`config.mk`:
```
export PLATFORM = sky130hd
export DESIGN_NAME = async_serial_ctrl
export DESIGN_NICKNAME = d
export VERILOG_FILES = /design/src/logic/async_serial_pkg.sv /design/src/logic/async_serial_ctrl.sv
export SDC_FILE = /design/constraint.sdc
export NUM_CORES = 1
export LEC_CHECK = 0
export BUFFER_PORTS_ARGS = -buffer_cell sky130_fd_sc_hd__buf_2
export CORE_ASPECT_RATIO = 0.8
export CORE_MARGIN = 8
export CORE_UTILIZATION = 40
export CTS_CLUSTER_DIAMETER = 120
export DETAILED_ROUTE_END_ITERATION = 8
export PLACE_DENSITY = 0.69
export SLEW_MARGIN = 0
export SYNTH_ARGS = -nofsm -noshare
export SYNTH_HDL_FRONTEND = slang
export SYNTH_SLANG_ARGS = --single-unit
export TNS_END_PERCENT = 20
```
`constraint.sdc`:
```
create_clock -name CLK -period 4.3 [get_ports CLK]
set_clock_uncertainty 0.2 [all_clocks]
set_input_delay 0.86 -clock CLK [delete_from_list [all_inputs] [get_ports CLK]]
set_output_delay 0.86 -clock CLK [all_outputs]
set_load 0.01 [all_outputs]
```
`src/logic/async_serial_pkg.sv`:
```
// Constants and types for the serial enable, stop and pin-routing block.
// Assumes a single peripheral clock and an AXI4-Lite register master.
package async_serial_pkg;
	// Printed offsets are register indexes; byte address is index times four
	localparam int          ADDR_W        = 18;
	localparam logic [15:0] IDX_PORT_DIR  = 16'hff2b;
	localparam logic [15:0] IDX_IN_SW     = 16'hff4f;
	localparam logic [15:0] IDX_MODE      = 16'hff50;
	localparam logic [15:0] IDX_RX_ERR    = 16'hff53;
	localparam logic [15:0] IDX_TX_STAT   = 16'hff54;
	localparam logic [15:0] IDX_TX_BUF    = 16'hff55;
	localparam logic [15:0] IDX_RX_BUF    = 16'hff52;
	localparam logic [15:0] IDX_BAUD      = 16'hff57;
	localparam logic [15:0] IDX_SER_CTRL  = 16'hff58;
	localparam logic [15:0] IDX_PORT_LAT  = 16'hff0b;
	localparam logic [15:0] IDX_SEG_SEL   = 16'hff5a;
	localparam logic [7:0]  PORT_DIR_RST  = 8'hff;
	localparam logic [7:0]  PORT_DIR_FIX  = 8'hf0;
	localparam logic [7:0]  IN_SW_RST     = 8'h00;
	localparam logic [7:0]  IN_SW_MASK    = 8'h0b;
	localparam logic [7:0]  MODE_RST      = 8'h01;
	localparam logic [7:0]  SER_CTRL_RST  = 8'h16;
	localparam logic [7:0]  SER_CTRL_MASK = 8'h3f;
	localparam logic [7:0]  BAUD_RST      = 8'hff;
	localparam logic [3:0]  PORT_LAT_RST  = 4'h0;
	localparam int          RX_GATE_BIT   = 3;
	localparam int          CAP_SEL_BIT   = 1;
	localparam int          IRQ_SEL_BIT   = 0;
	localparam int          BRK_FLAG_BIT  = 7;
	localparam int          BRK_TRIG_BIT  = 6;
	localparam int          ORDER_BIT     = 1;
	localparam int          INV_BIT       = 0;
	localparam int          TX_PIN        = 2;
	localparam int          RX_PIN        = 3;
	localparam logic [3:0]  DATA_BITS     = 4'h8;
	localparam logic [1:0]  RESP_OKAY     = 2'h0;
	localparam logic [1:0]  RESP_SLVERR   = 2'h2;

	typedef struct packed {
		logic unit_power;
		logic tx_enable;
		logic rx_enable;
		logic parity_sel_hi;
		logic parity_sel_lo;
		logic char_length;
		logic stop_length;
		logic rx_err_irq_mode;
	} mode_t;

	typedef enum logic [3:0] {
		S_IDLE  = 4'b0001,
		S_START = 4'b0010,
		S_DATA  = 4'b0100,
		S_STOP  = 4'b1000
	} line_state_t;
endpackage

```
`src/logic/async_serial_ctrl.sv`:
```
// Enable, stop and pin routing of the on-chip async serial unit, with a
// minimal full-duplex byte engine and an AXI4-Lite register slave.
// Assumes pins arrive unsynchronised; all pin drivers resolved outside.
// Function
// - Gate bit zero ignores receive pin
// - Capture select routes timer or receive pin
// - Interrupt select routes irq or receive pin
// - Input switch resets zero, bits 3,1,0 only
// - Direction bit zero enables output buffer
// - Direction resets all ones, top nibble ones
// - All enables off releases the tx pin unless the inversion bit is set; the rx pin is never driven
// - Mode register resets 01h, fixed layout
// - Power off stops and resets unit
// - Power off clears status, break, receive buffer
// - Transmit enable off resets transmit circuit
// - Receive enable off resets receive circuit
// - Power off holds tx and rx high
// - Full-duplex start-bit byte, own baud generator
// - Unused direction pin stays port pin
// - Inversion bit inverts transmit pin output
`timescale 1ns/100ps
`default_nettype none
module async_serial_ctrl
	import async_serial_pkg::*;
(
	input  wire logic              CLK,
	input  wire logic              RSTN,
	input  wire logic [ADDR_W-1:0] AWADDR,
	input  wire logic              AWVALID,
	output var  logic              AWREADY,
	input  wire logic [31:0]       WDATA,
	input  wire logic [3:0]        WSTRB,
	input  wire logic              WVALID,
	output var  logic              WREADY,
	output var  logic [1:0]        BRESP,
	output var  logic              BVALID,
	input  wire logic              BREADY,
	input  wire logic [ADDR_W-1:0] ARADDR,
	input  wire logic              ARVALID,
	output var  logic              ARREADY,
	output var  logic [31:0]       RDATA,
	output var  logic [1:0]        RRESP,
	output var  logic              RVALID,
	input  wire logic              RREADY,
	input  wire logic [3:0]        PORT_IN,
	output var  logic [3:0]        PORT_OUT,
	output var  logic [3:0]        PORT_OE,
	input  wire logic              TIMER_PIN,
	input  wire logic              IRQ_PIN,
	output var  logic              TIMER_CAPTURE_IN,
	output var  logic              EXT_IRQ_ZERO,
	output var  logic              SEGMENT_SELECT
);
	function automatic logic hit(input logic [ADDR_W-1:0] a, input logic [15:0] idx);
		hit = (a == {idx, 2'b00});
	endfunction

	function automatic logic [7:0] reverse8(input logic [7:0] v);
		for (int i = 0; i < 8; i++) begin
			reverse8[i] = v[7-i];
		end
	endfunction

	function automatic logic [8:0] bit_len(input logic [7:0] k);
		bit_len = {k, 1'b0};
	endfunction

	// ****************************************
	// Pin synchronisers
	// ****************************************
	logic [5:0] sync1_q, sync2_q, sync3_q, pin_q;
	always_ff @(posedge CLK or negedge RSTN) begin
		if (!RSTN) begin
			sync1_q <= 6'h3f;
			sync2_q <= 6'h3f;
			sync3_q <= 6'h3f;
			pin_q   <= 6'h3f;
		end else begin
			sync1_q <= {IRQ_PIN, TIMER_PIN, PORT_IN};
			sync2_q <= sync1_q;
			sync3_q <= sync2_q;
			for (int i = 0; i < 6; i++) begin
				if (sync2_q[i] == sync3_q[i]) begin
					pin_q[i] <= sync3_q[i];
				end
			end
		end
	end

	// ****************************************
	// Registers
	// ****************************************
	logic [3:0]  port_dir_q, port_lat_q;
	logic [7:0]  in_sw_q, ser_ctrl_q, baud_q, tx_buf_q, rx_buf_q;
	mode_t       mode_q;
	logic        seg_sel_q, brk_flag_q, tx_full_q, rx_full_q, overrun_q, frame_q;
	logic        aw_hold_q, w_hold_q;
	logic [ADDR_W-1:0] aw_addr_q;
	logic [7:0]  w_data_q;
	logic        w_lane_q;
	logic        we, wr_tx, rd_rx, tx_load, rx_done, rx_state_frame_err;
	logic [7:0]  rx_data;

	assign we    = aw_hold_q & w_hold_q & ~BVALID & w_lane_q;
	assign wr_tx = we & hit(aw_addr_q, IDX_TX_BUF) & mode_q.unit_power & mode_q.tx_enable;
	assign rd_rx = ARVALID & ARREADY & hit(ARADDR, IDX_RX_BUF);

	always_ff @(posedge CLK or negedge RSTN) begin
		if (!RSTN) begin
			port_dir_q <= PORT_DIR_RST[3:0];
			in_sw_q    <= IN_SW_RST;
			mode_q     <= MODE_RST;
			ser_ctrl_q <= SER_CTRL_RST & SER_CTRL_MASK;
			baud_q     <= BAUD_RST;
			port_lat_q <= PORT_LAT_RST;
			seg_sel_q  <= 1'b0;
		end else if (we) begin
			if (hit(aw_addr_q, IDX_PORT_DIR)) begin
				port_dir_q <= w_data_q[3:0];
			end else if (hit(aw_addr_q, IDX_IN_SW)) begin
				in_sw_q <= w_data_q & IN_SW_MASK;
			end else if (hit(aw_addr_q, IDX_MODE)) begin
				mode_q <= w_data_q;
			end else if (hit(aw_addr_q, IDX_SER_CTRL)) begin
				ser_ctrl_q <= w_data_q & SER_CTRL_MASK;
			end else if (hit(aw_addr_q, IDX_BAUD)) begin
				baud_q <= w_data_q;
			end else if (hit(aw_addr_q, IDX_PORT_LAT)) begin
				port_lat_q <= w_data_q[3:0];
			end else if (hit(aw_addr_q, IDX_SEG_SEL)) begin
				seg_sel_q <= w_data_q[0];
			end
		end
	end

	// Break trigger never stores; writing it arms the break flag
	always_ff @(posedge CLK or negedge RSTN) begin
		if (!RSTN) begin
			brk_flag_q <= 1'b0;
		end else if (!mode_q.unit_power || !mode_q.rx_enable) begin
			brk_flag_q <= 1'b0;
		end else if (we && hit(aw_addr_q, IDX_SER_CTRL) && w_data_q[BRK_TRIG_BIT]) begin
			brk_flag_q <= 1'b1;
		end
	end

	// Status flags: a set in the same cycle as a clear wins
	always_ff @(posedge CLK or negedge RSTN) begin
		if (!RSTN) begin
			tx_full_q <= 1'b0;
			tx_buf_q  <= 8'h00;
			rx_full_q <= 1'b0;
			rx_buf_q  <= 8'h00;
			overrun_q <= 1'b0;
			frame_q   <= 1'b0;
		end else if (!mode_q.unit_power) begin
			tx_full_q <= 1'b0;
			rx_full_q <= 1'b0;
			rx_buf_q  <= 8'h00;
			overrun_q <= 1'b0;
			frame_q   <= 1'b0;
		end else begin
			if (wr_tx) begin
				tx_full_q <= 1'b1;
				tx_buf_q  <= w_data_q;
			end else if (tx_load || !mode_q.tx_enable) begin
				tx_full_q <= 1'b0;
			end
			if (rx_done) begin
				rx_full_q <= 1'b1;
				rx_buf_q  <= rx_data;
				overrun_q <= overrun_q | (rx_full_q & ~rd_rx);
			end else if (rd_rx) begin
				rx_full_q <= 1'b0;
			end
			if (rd_rx) begin
				frame_q   <= 1'b0;
				overrun_q <= 1'b0;
			end
			if (rx_state_frame_err) begin
				frame_q <= 1'b1;
			end
		end
	end

	// ****************************************
	// Receive pin gating and routing
	// ****************************************
	logic rx_gated, rx_line;
	assign rx_gated = in_sw_q[RX_GATE_BIT] ? pin_q[RX_PIN] : 1'b1;
	assign rx_line  = mode_q.unit_power ? rx_gated : 1'b1;

	always_ff @(posedge CLK or negedge RSTN) begin
		if (!RSTN) begin
			TIMER_CAPTURE_IN <= 1'b1;
			EXT_IRQ_ZERO     <= 1'b1;
			SEGMENT_SELECT   <= 1'b0;
		end else begin
			TIMER_CAPTURE_IN <= in_sw_q[CAP_SEL_BIT] ? rx_gated : pin_q[4];
			EXT_IRQ_ZERO     <= in_sw_q[IRQ_SEL_BIT] ? rx_gated : pin_q[5];
			SEGMENT_SELECT   <= seg_sel_q;
		end
	end

	// ****************************************
	// Transmitter
	// ****************************************
	// Power off stands in for the gated clock and async reset of the unit:
	// the engine is cleared synchronously so no reset is ever driven by logic.
	line_state_t tx_state_q;
	logic [8:0]  tx_cnt_q;
	logic [7:0]  tx_sh_q;
	logic [3:0]  tx_bits_q;
	logic        tx_line_q, tx_run, tx_bit_end;
	assign tx_run     = mode_q.unit_power & mode_q.tx_enable;
	assign tx_bit_end = (tx_cnt_q == bit_len(baud_q) - 9'h001);
	assign tx_load    = tx_run & (tx_state_q == S_IDLE) & tx_full_q;

	always_ff @(posedge CLK or negedge RSTN) begin
		if (!RSTN) begin
			tx_state_q <= S_IDLE;
			tx_cnt_q   <= 9'h000;
			tx_sh_q    <= 8'h00;
			tx_bits_q  <= 4'h0;
			tx_line_q  <= 1'b1;
		end else if (!tx_run) begin
			tx_state_q <= S_IDLE;
			tx_cnt_q   <= 9'h000;
			tx_bits_q  <= 4'h0;
			tx_line_q  <= 1'b1;
		end else begin
			tx_cnt_q <= (tx_bit_end || tx_state_q == S_IDLE) ? 9'h000 : tx_cnt_q + 9'h001;
			case (tx_state_q)
				S_IDLE: begin
					if (tx_full_q) begin
						tx_sh_q    <= ser_ctrl_q[ORDER_BIT] ? tx_buf_q : reverse8(tx_buf_q);
						tx_line_q  <= 1'b0;
						tx_state_q <= S_START;
					end
				end
				S_START: begin
					if (tx_bit_end) begin
						tx_line_q  <= tx_sh_q[0];
						tx_sh_q    <= {1'b0, tx_sh_q[7:1]};
						tx_bits_q  <= 4'h1;
						tx_state_q <= S_DATA;
					end
				end
				S_DATA: begin
					if (tx_bit_end) begin
						if (tx_bits_q == DATA_BITS) begin
							tx_line_q  <= 1'b1;
							tx_state_q <= S_STOP;
						end else begin
							tx_line_q <= tx_sh_q[0];
							tx_sh_q   <= {1'b0, tx_sh_q[7:1]};
							tx_bits_q <= tx_bits_q + 4'h1;
						end
					end
				end
				S_STOP: begin
					if (tx_bit_end) begin
						tx_state_q <= S_IDLE;
					end
				end
				default: tx_state_q <= S_IDLE;
			endcase
		end
	end

	// ****************************************
	// Receiver
	// ****************************************
	line_state_t rx_state_q;
	logic [8:0]  rx_cnt_q;
	logic [7:0]  rx_sh_q;
	logic [3:0]  rx_bits_q;
	logic        rx_run, rx_bit_end;
	assign rx_run     = mode_q.unit_power & mode_q.rx_enable;
	assign rx_bit_end = (rx_cnt_q == bit_len(baud_q) - 9'h001);
	assign rx_done    = rx_run & (rx_state_q == S_STOP) & rx_bit_end & rx_line;
	assign rx_state_frame_err = rx_run & (rx_state_q == S_STOP) & rx_bit_end & ~rx_line;
	assign rx_data    = ser_ctrl_q[ORDER_BIT] ? rx_sh_q : reverse8(rx_sh_q);

	always_ff @(posedge CLK or negedge RSTN) begin
		if (!RSTN) begin
			rx_state_q <= S_IDLE;
			rx_cnt_q   <= 9'h000;
			rx_sh_q    <= 8'h00;
			rx_bits_q  <= 4'h0;
		end else if (!rx_run) begin
			rx_state_q <= S_IDLE;
			rx_cnt_q   <= 9'h000;
			rx_bits_q  <= 4'h0;
		end else begin
			rx_cnt_q <= (rx_bit_end || rx_state_q == S_IDLE) ? 9'h000 : rx_cnt_q + 9'h001;
			case (rx_state_q)
				S_IDLE: begin
					if (!rx_line) begin
						rx_state_q <= S_START;
					end
				end
				S_START: begin
					// Centre of the start bit; a glitch returns to idle
					if (rx_cnt_q == {1'b0, baud_q} - 9'h001) begin
						rx_cnt_q   <= 9'h000;
						rx_bits_q  <= 4'h0;
						rx_state_q <= rx_line ? S_IDLE : S_DATA;
					end
				end
				S_DATA: begin
					if (rx_bit_end) begin
						rx_sh_q   <= {rx_line, rx_sh_q[7:1]};
						rx_bits_q <= rx_bits_q + 4'h1;
						if (rx_bits_q == DATA_BITS - 4'h1) begin
							rx_state_q <= S_STOP;
						end
					end
				end
				S_STOP: begin
					if (rx_bit_end) begin
						rx_state_q <= S_IDLE;
					end
				end
				default: rx_state_q <= S_IDLE;
			endcase
		end
	end

	// ****************************************
	// Pin drivers
	// ****************************************
	logic tx_owns, inv;
	assign inv     = ser_ctrl_q[INV_BIT];
	assign tx_owns = (mode_q.unit_power & mode_q.tx_enable) | inv;

	always_ff @(posedge CLK or negedge RSTN) begin
		if (!RSTN) begin
			PORT_OUT <= PORT_LAT_RST;
			PORT_OE  <= 4'h0;
		end else begin
			PORT_OE  <= ~port_dir_q;
			PORT_OUT <= port_lat_q;
			if (tx_owns) begin
				PORT_OUT[TX_PIN] <= tx_line_q ^ inv;
			end
		end
	end

	// ****************************************
	// AXI4-Lite slave
	// ****************************************
	always_ff @(posedge CLK or negedge RSTN) begin
		if (!RSTN) begin
			AWREADY   <= 1'b0;
			WREADY    <= 1'b0;
			aw_hold_q <= 1'b0;
			w_hold_q  <= 1'b0;
			aw_addr_q <= '0;
			w_data_q  <= 8'h00;
			w_lane_q  <= 1'b0;
			BVALID    <= 1'b0;
			BRESP     <= RESP_OKAY;
		end else begin
			AWREADY <= AWVALID & ~AWREADY & ~aw_hold_q;
			WREADY  <= WVALID & ~WREADY & ~w_hold_q;
			if (AWVALID && AWREADY) begin
				aw_hold_q <= 1'b1;
				aw_addr_q <= AWADDR;
			end
			if (WVALID && WREADY) begin
				w_hold_q <= 1'b1;
				w_data_q <= WDATA[7:0];
				w_lane_q <= WSTRB[0];
			end
			if (aw_hold_q && w_hold_q && !BVALID) begin
				aw_hold_q <= 1'b0;
				w_hold_q  <= 1'b0;
				BVALID    <= 1'b1;
				BRESP     <= mapped(aw_addr_q) ? RESP_OKAY : RESP_SLVERR;
			end else if (BVALID && BREADY) begin
				BVALID <= 1'b0;
			end
		end
	end

	function automatic logic mapped(input logic [ADDR_W-1:0] a);
		mapped = hit(a, IDX_PORT_DIR) | hit(a, IDX_IN_SW) | hit(a, IDX_MODE)
			| hit(a, IDX_RX_ERR) | hit(a, IDX_TX_STAT) | hit(a, IDX_TX_BUF)
			| hit(a, IDX_RX_BUF) | hit(a, IDX_BAUD) | hit(a, IDX_SER_CTRL)
			| hit(a, IDX_PORT_LAT) | hit(a, IDX_SEG_SEL);
	endfunction

	logic [7:0] rd_byte;
	always_comb begin
		rd_byte = 8'h00;
		if (hit(ARADDR, IDX_PORT_DIR)) begin
			rd_byte = PORT_DIR_FIX | {4'h0, port_dir_q};
		end else if (hit(ARADDR, IDX_IN_SW)) begin
			rd_byte = in_sw_q;
		end else if (hit(ARADDR, IDX_MODE)) begin
			rd_byte = mode_q;
		end else if (hit(ARADDR, IDX_RX_ERR)) begin
			rd_byte = {5'h00, frame_q, overrun_q, rx_full_q};
		end else if (hit(ARADDR, IDX_TX_STAT)) begin
			rd_byte = {6'h00, tx_full_q, tx_state_q != S_IDLE};
		end else if (hit(ARADDR, IDX_RX_BUF)) begin
			rd_byte = rx_buf_q;
		end else if (hit(ARADDR, IDX_BAUD)) begin
			rd_byte = baud_q;
		end else if (hit(ARADDR, IDX_SER_CTRL)) begin
			rd_byte = {brk_flag_q, 1'b0, ser_ctrl_q[5:0]};
		end else if (hit(ARADDR, IDX_PORT_LAT)) begin
			// Input-mode pins read the pin, output-mode pins the latch
			rd_byte = {4'h0, (port_dir_q & pin_q[3:0]) | (~port_dir_q & port_lat_q)};
		end else if (hit(ARADDR, IDX_SEG_SEL)) begin
			rd_byte = {7'h00, seg_sel_q};
		end
	end

	always_ff @(posedge CLK or negedge RSTN) begin
		if (!RSTN) begin
			ARREADY <= 1'b0;
			RVALID  <= 1'b0;
			RDATA   <= 32'h0000_0000;
			RRESP   <= RESP_OKAY;
		end else begin
			ARREADY <= ARVALID & ~ARREADY & ~RVALID;
			if (ARVALID && ARREADY) begin
				RVALID <= 1'b1;
				RDATA  <= {24'h000000, rd_byte};
				RRESP  <= mapped(ARADDR) ? RESP_OKAY : RESP_SLVERR;
			end else if (RVALID && RREADY) begin
				RVALID <= 1'b0;
			end
		end
	end
endmodule
`default_nettype wire

```
==> run metrics <==
GR Overflow Total 0; RSZ-0062 raised after global routing false; fin. max-slew vios 0; synthesized area 0.00926 sq mm; wire per inst 17.3 um; worst-skew pair later-pin latency 0.44 ns; die extent in x 186 um; Hold WC Path Type reg -> reg; Core ar. 0.0226 sq mm; Critical Path Sink Type register; count of cell types in the netlist 84; CP Cell Sequence inv_1, ha_1, xor2_1, o311ai_0, nor4_1, nand4_2, nor2_1, nand2_2, mux2i_1; Syn. warnings 0; IO buf count 83; I/O pins 137; count of final setup violators 0; actual slew at the worst max-slew pin 0.867 ns; CTS tree yes; # H-tree levels 4; Resized cells post-CTS 0; DRC viols 0; DRT antenna net count 0; number of synthesized flops with an enable pin 0; Worst path slowest cell dfstp_2; status completed; DR vias 6499; post-route insts no fill 1222; WP data arrival 3.40 ns; CTS hold repair buffers 0; final period utilization 0.767; first-pass GRT wire length 35000 um; startpoint types register; Initial Util 0.409; crit path kind reg -> reg; area grow syn2layout 12.8%; setup bufs post-CTS 0; worst hold stages 0; Rows 49; Num CTS Buffers 17; layout cells sized above 1 0.291; slowest stage delay, CP 0.68 ns; DP Cell Count 1190; Slew HR 0.417; drt total wl 21200 um; largest net degree at the start of global routing 89; Reg2Reg Depth 9; FF+latch count, synth 185; Synth Instances 832; CTS Buffer Depth 2; most common library cell in the layout ignoring fill and taps dfrtp_1; Initial DRC Count 546; cell family with most CP delay simple AND/OR/NAND/NOR gates; syn avg cell area 11.1 sq um; pwr dens 392 mW/mm^2; clk root buf clkbuf_16; Chip Height 152 um; CP Max Fanout 9; Async S/R FF share, synth 1.00; antenna violations before repair 0; fin crit period 3.30 ns; Total Die Area 0.0283 sq mm; register area share after synthesis 0.506; maxcap violations 0; gr usage total 0.154; Primary FF master, synth dfrtp_1; Ant. Diodes 0; Net count, final 994; CP required 4.41 ns; critical path depth 9; most frequent cells in the layout 140 x dfrtp_1, 82 x buf_2, 78 x mux2_2; vias per inst 5.32; max frequency 303 MHz; CP Buf/Inv Count 1; clock slew at reported path FFs 0.07 ns; Fin Setup TNS 0 ns; P_leak 0.00456 uW; DPL Wire Length 15400 um; number of global-route vias before repair 6516; Final GP Congestion 0.825; drt pass-1 iters 5; worst vdd ir 259 uV; clk sinks 185; endpoints failing hold 0
-- power breakdown --
| group | internal [uW] | switching (uW) |
|---|---|---|
| registers | 1940 | 212 |
| clock network | 784 | 734 |
| logic | 208 | 218 |
| total | 2930 | 1160 |
-- flip-flops by register name (all words and copies together) (netlist names), 6 cells and up --
signal      count
tx_sh_q         8
RDATA           8
sync2_q         6
sync3_q         6
rx_cnt_q        9
ser_ctrl_q      6
sync1_q         6
aw_addr_q      18
pin_q           6
w_data_q        8
rx_buf_q        8
tx_buf_q        8
rx_sh_q         8
tx_cnt_q        9
baud_q          8
mode_q          8
-- final cells by class --
type | instances | area (sq um)
flip-flops and latches | 185 | 4690
repair buffers | 89 | 482
well taps | 306 | 383
inverters | 24 | 90.1
clock inverters | 13 | 133
clock buffers | 19 | 443
multi-input cells | 586 | 4230
fillers | 2091 | 12200
-- cells by family (layout without fill, tap and decap cells) --
group / Yosys count / in the layout / synth area share
and+or+nand+nor: 275 / 275 / 0.155
xor gates and xnor gates: 42 / 42 / 0.0481
other: 1 / 26 / 0.000405
DFF: 185 / 185 / 0.506
muxes: 115 / 115 / 0.140
AOI/OAI and AO/OA: 116 / 116 / 0.0879
adders and majority gates: 12 / 12 / 0.0146
buffers and inverters: 86 / 145 / 0.0477
-- routing by layer --
layer / wire (um) / vias up / track usage
li1: - / 3042 / -
met1: 10300 / 3220 / 0.229
met2: 9310 / 220 / 0.218
met3: 1420 / 17 / 0.0381
met4: 167 / 0 / 0.0374
met5: 0 / - / 0
-- Yosys cell counts (6+ instances only) --
master,count,area (sq um)
dfrtp_1,140,3500
mux2_2,78,878
nand2_1,74,278
nor2_1,62,233
dfstp_2,45,1180
o21ai_0,31,155
clkbuf_1,27,101
buf_4,26,195
mux2i_1,26,260
nand3_1,26,130
inv_1,24,90.1
xnor2_1,22,193
nor3_1,21,105
a21oi_1,17,85.1
xor2_1,14,123
nand4_1,11,68.8
nor2b_1,11,68.8
and2_1,8,50.1
and3_1,8,50.1
mux2_4,7,105
nor3b_1,7,52.6
a22oi_1,6,45.0
a31oi_1,6,37.5
ha_1,6,75.1
maj3_1,6,60.1
nand3b_1,6,45.0
-- per-stage QoR --
stage / hold WS [ns] / setup WS (ns) / util / cell area [sq um] / total power, uW
after floorplan: 0.145 / 1.30 / - / 9360 / 2390
after global placement: 0.145 / 1.10 / 0.436 / 9870 / 2590
after detailed placement: 0.149 / 1.05 / 0.436 / 9870 / 2610
after CTS: 0.160 / 0.988 / 0.462 / 10400 / 4130
after global routing: 0.165 / 0.801 / 0.462 / 10400 / 4280
final: 0.158 / 1.00 / 0.462 / 10400 / 4100
-- final timing paths --
kind	startpoint	slack (ns)	endpoint
worst max-delay path	baud_q[0]$_DFFE_PN1P_	1.00	rx_buf_q[6]$_DFFE_PN0P_
worst min-delay path	sync1_q[0]$_DFF_PN1_	0.16	sync2_q[0]$_DFF_PN1_
worst max register to register	baud_q[0]$_DFFE_PN1P_	1.00	rx_buf_q[6]$_DFFE_PN0P_
worst min register to register	sync1_q[0]$_DFF_PN1_	0.16	sync2_q[0]$_DFF_PN1_
max in group asynchronous	RSTN	2.70	aw_addr_q[8]$_DFFE_PN0P_
min in group asynchronous	RSTN	0.30	w_data_q[7]$_DFFE_PN0P_
Power figures use the tool's default switching activity.
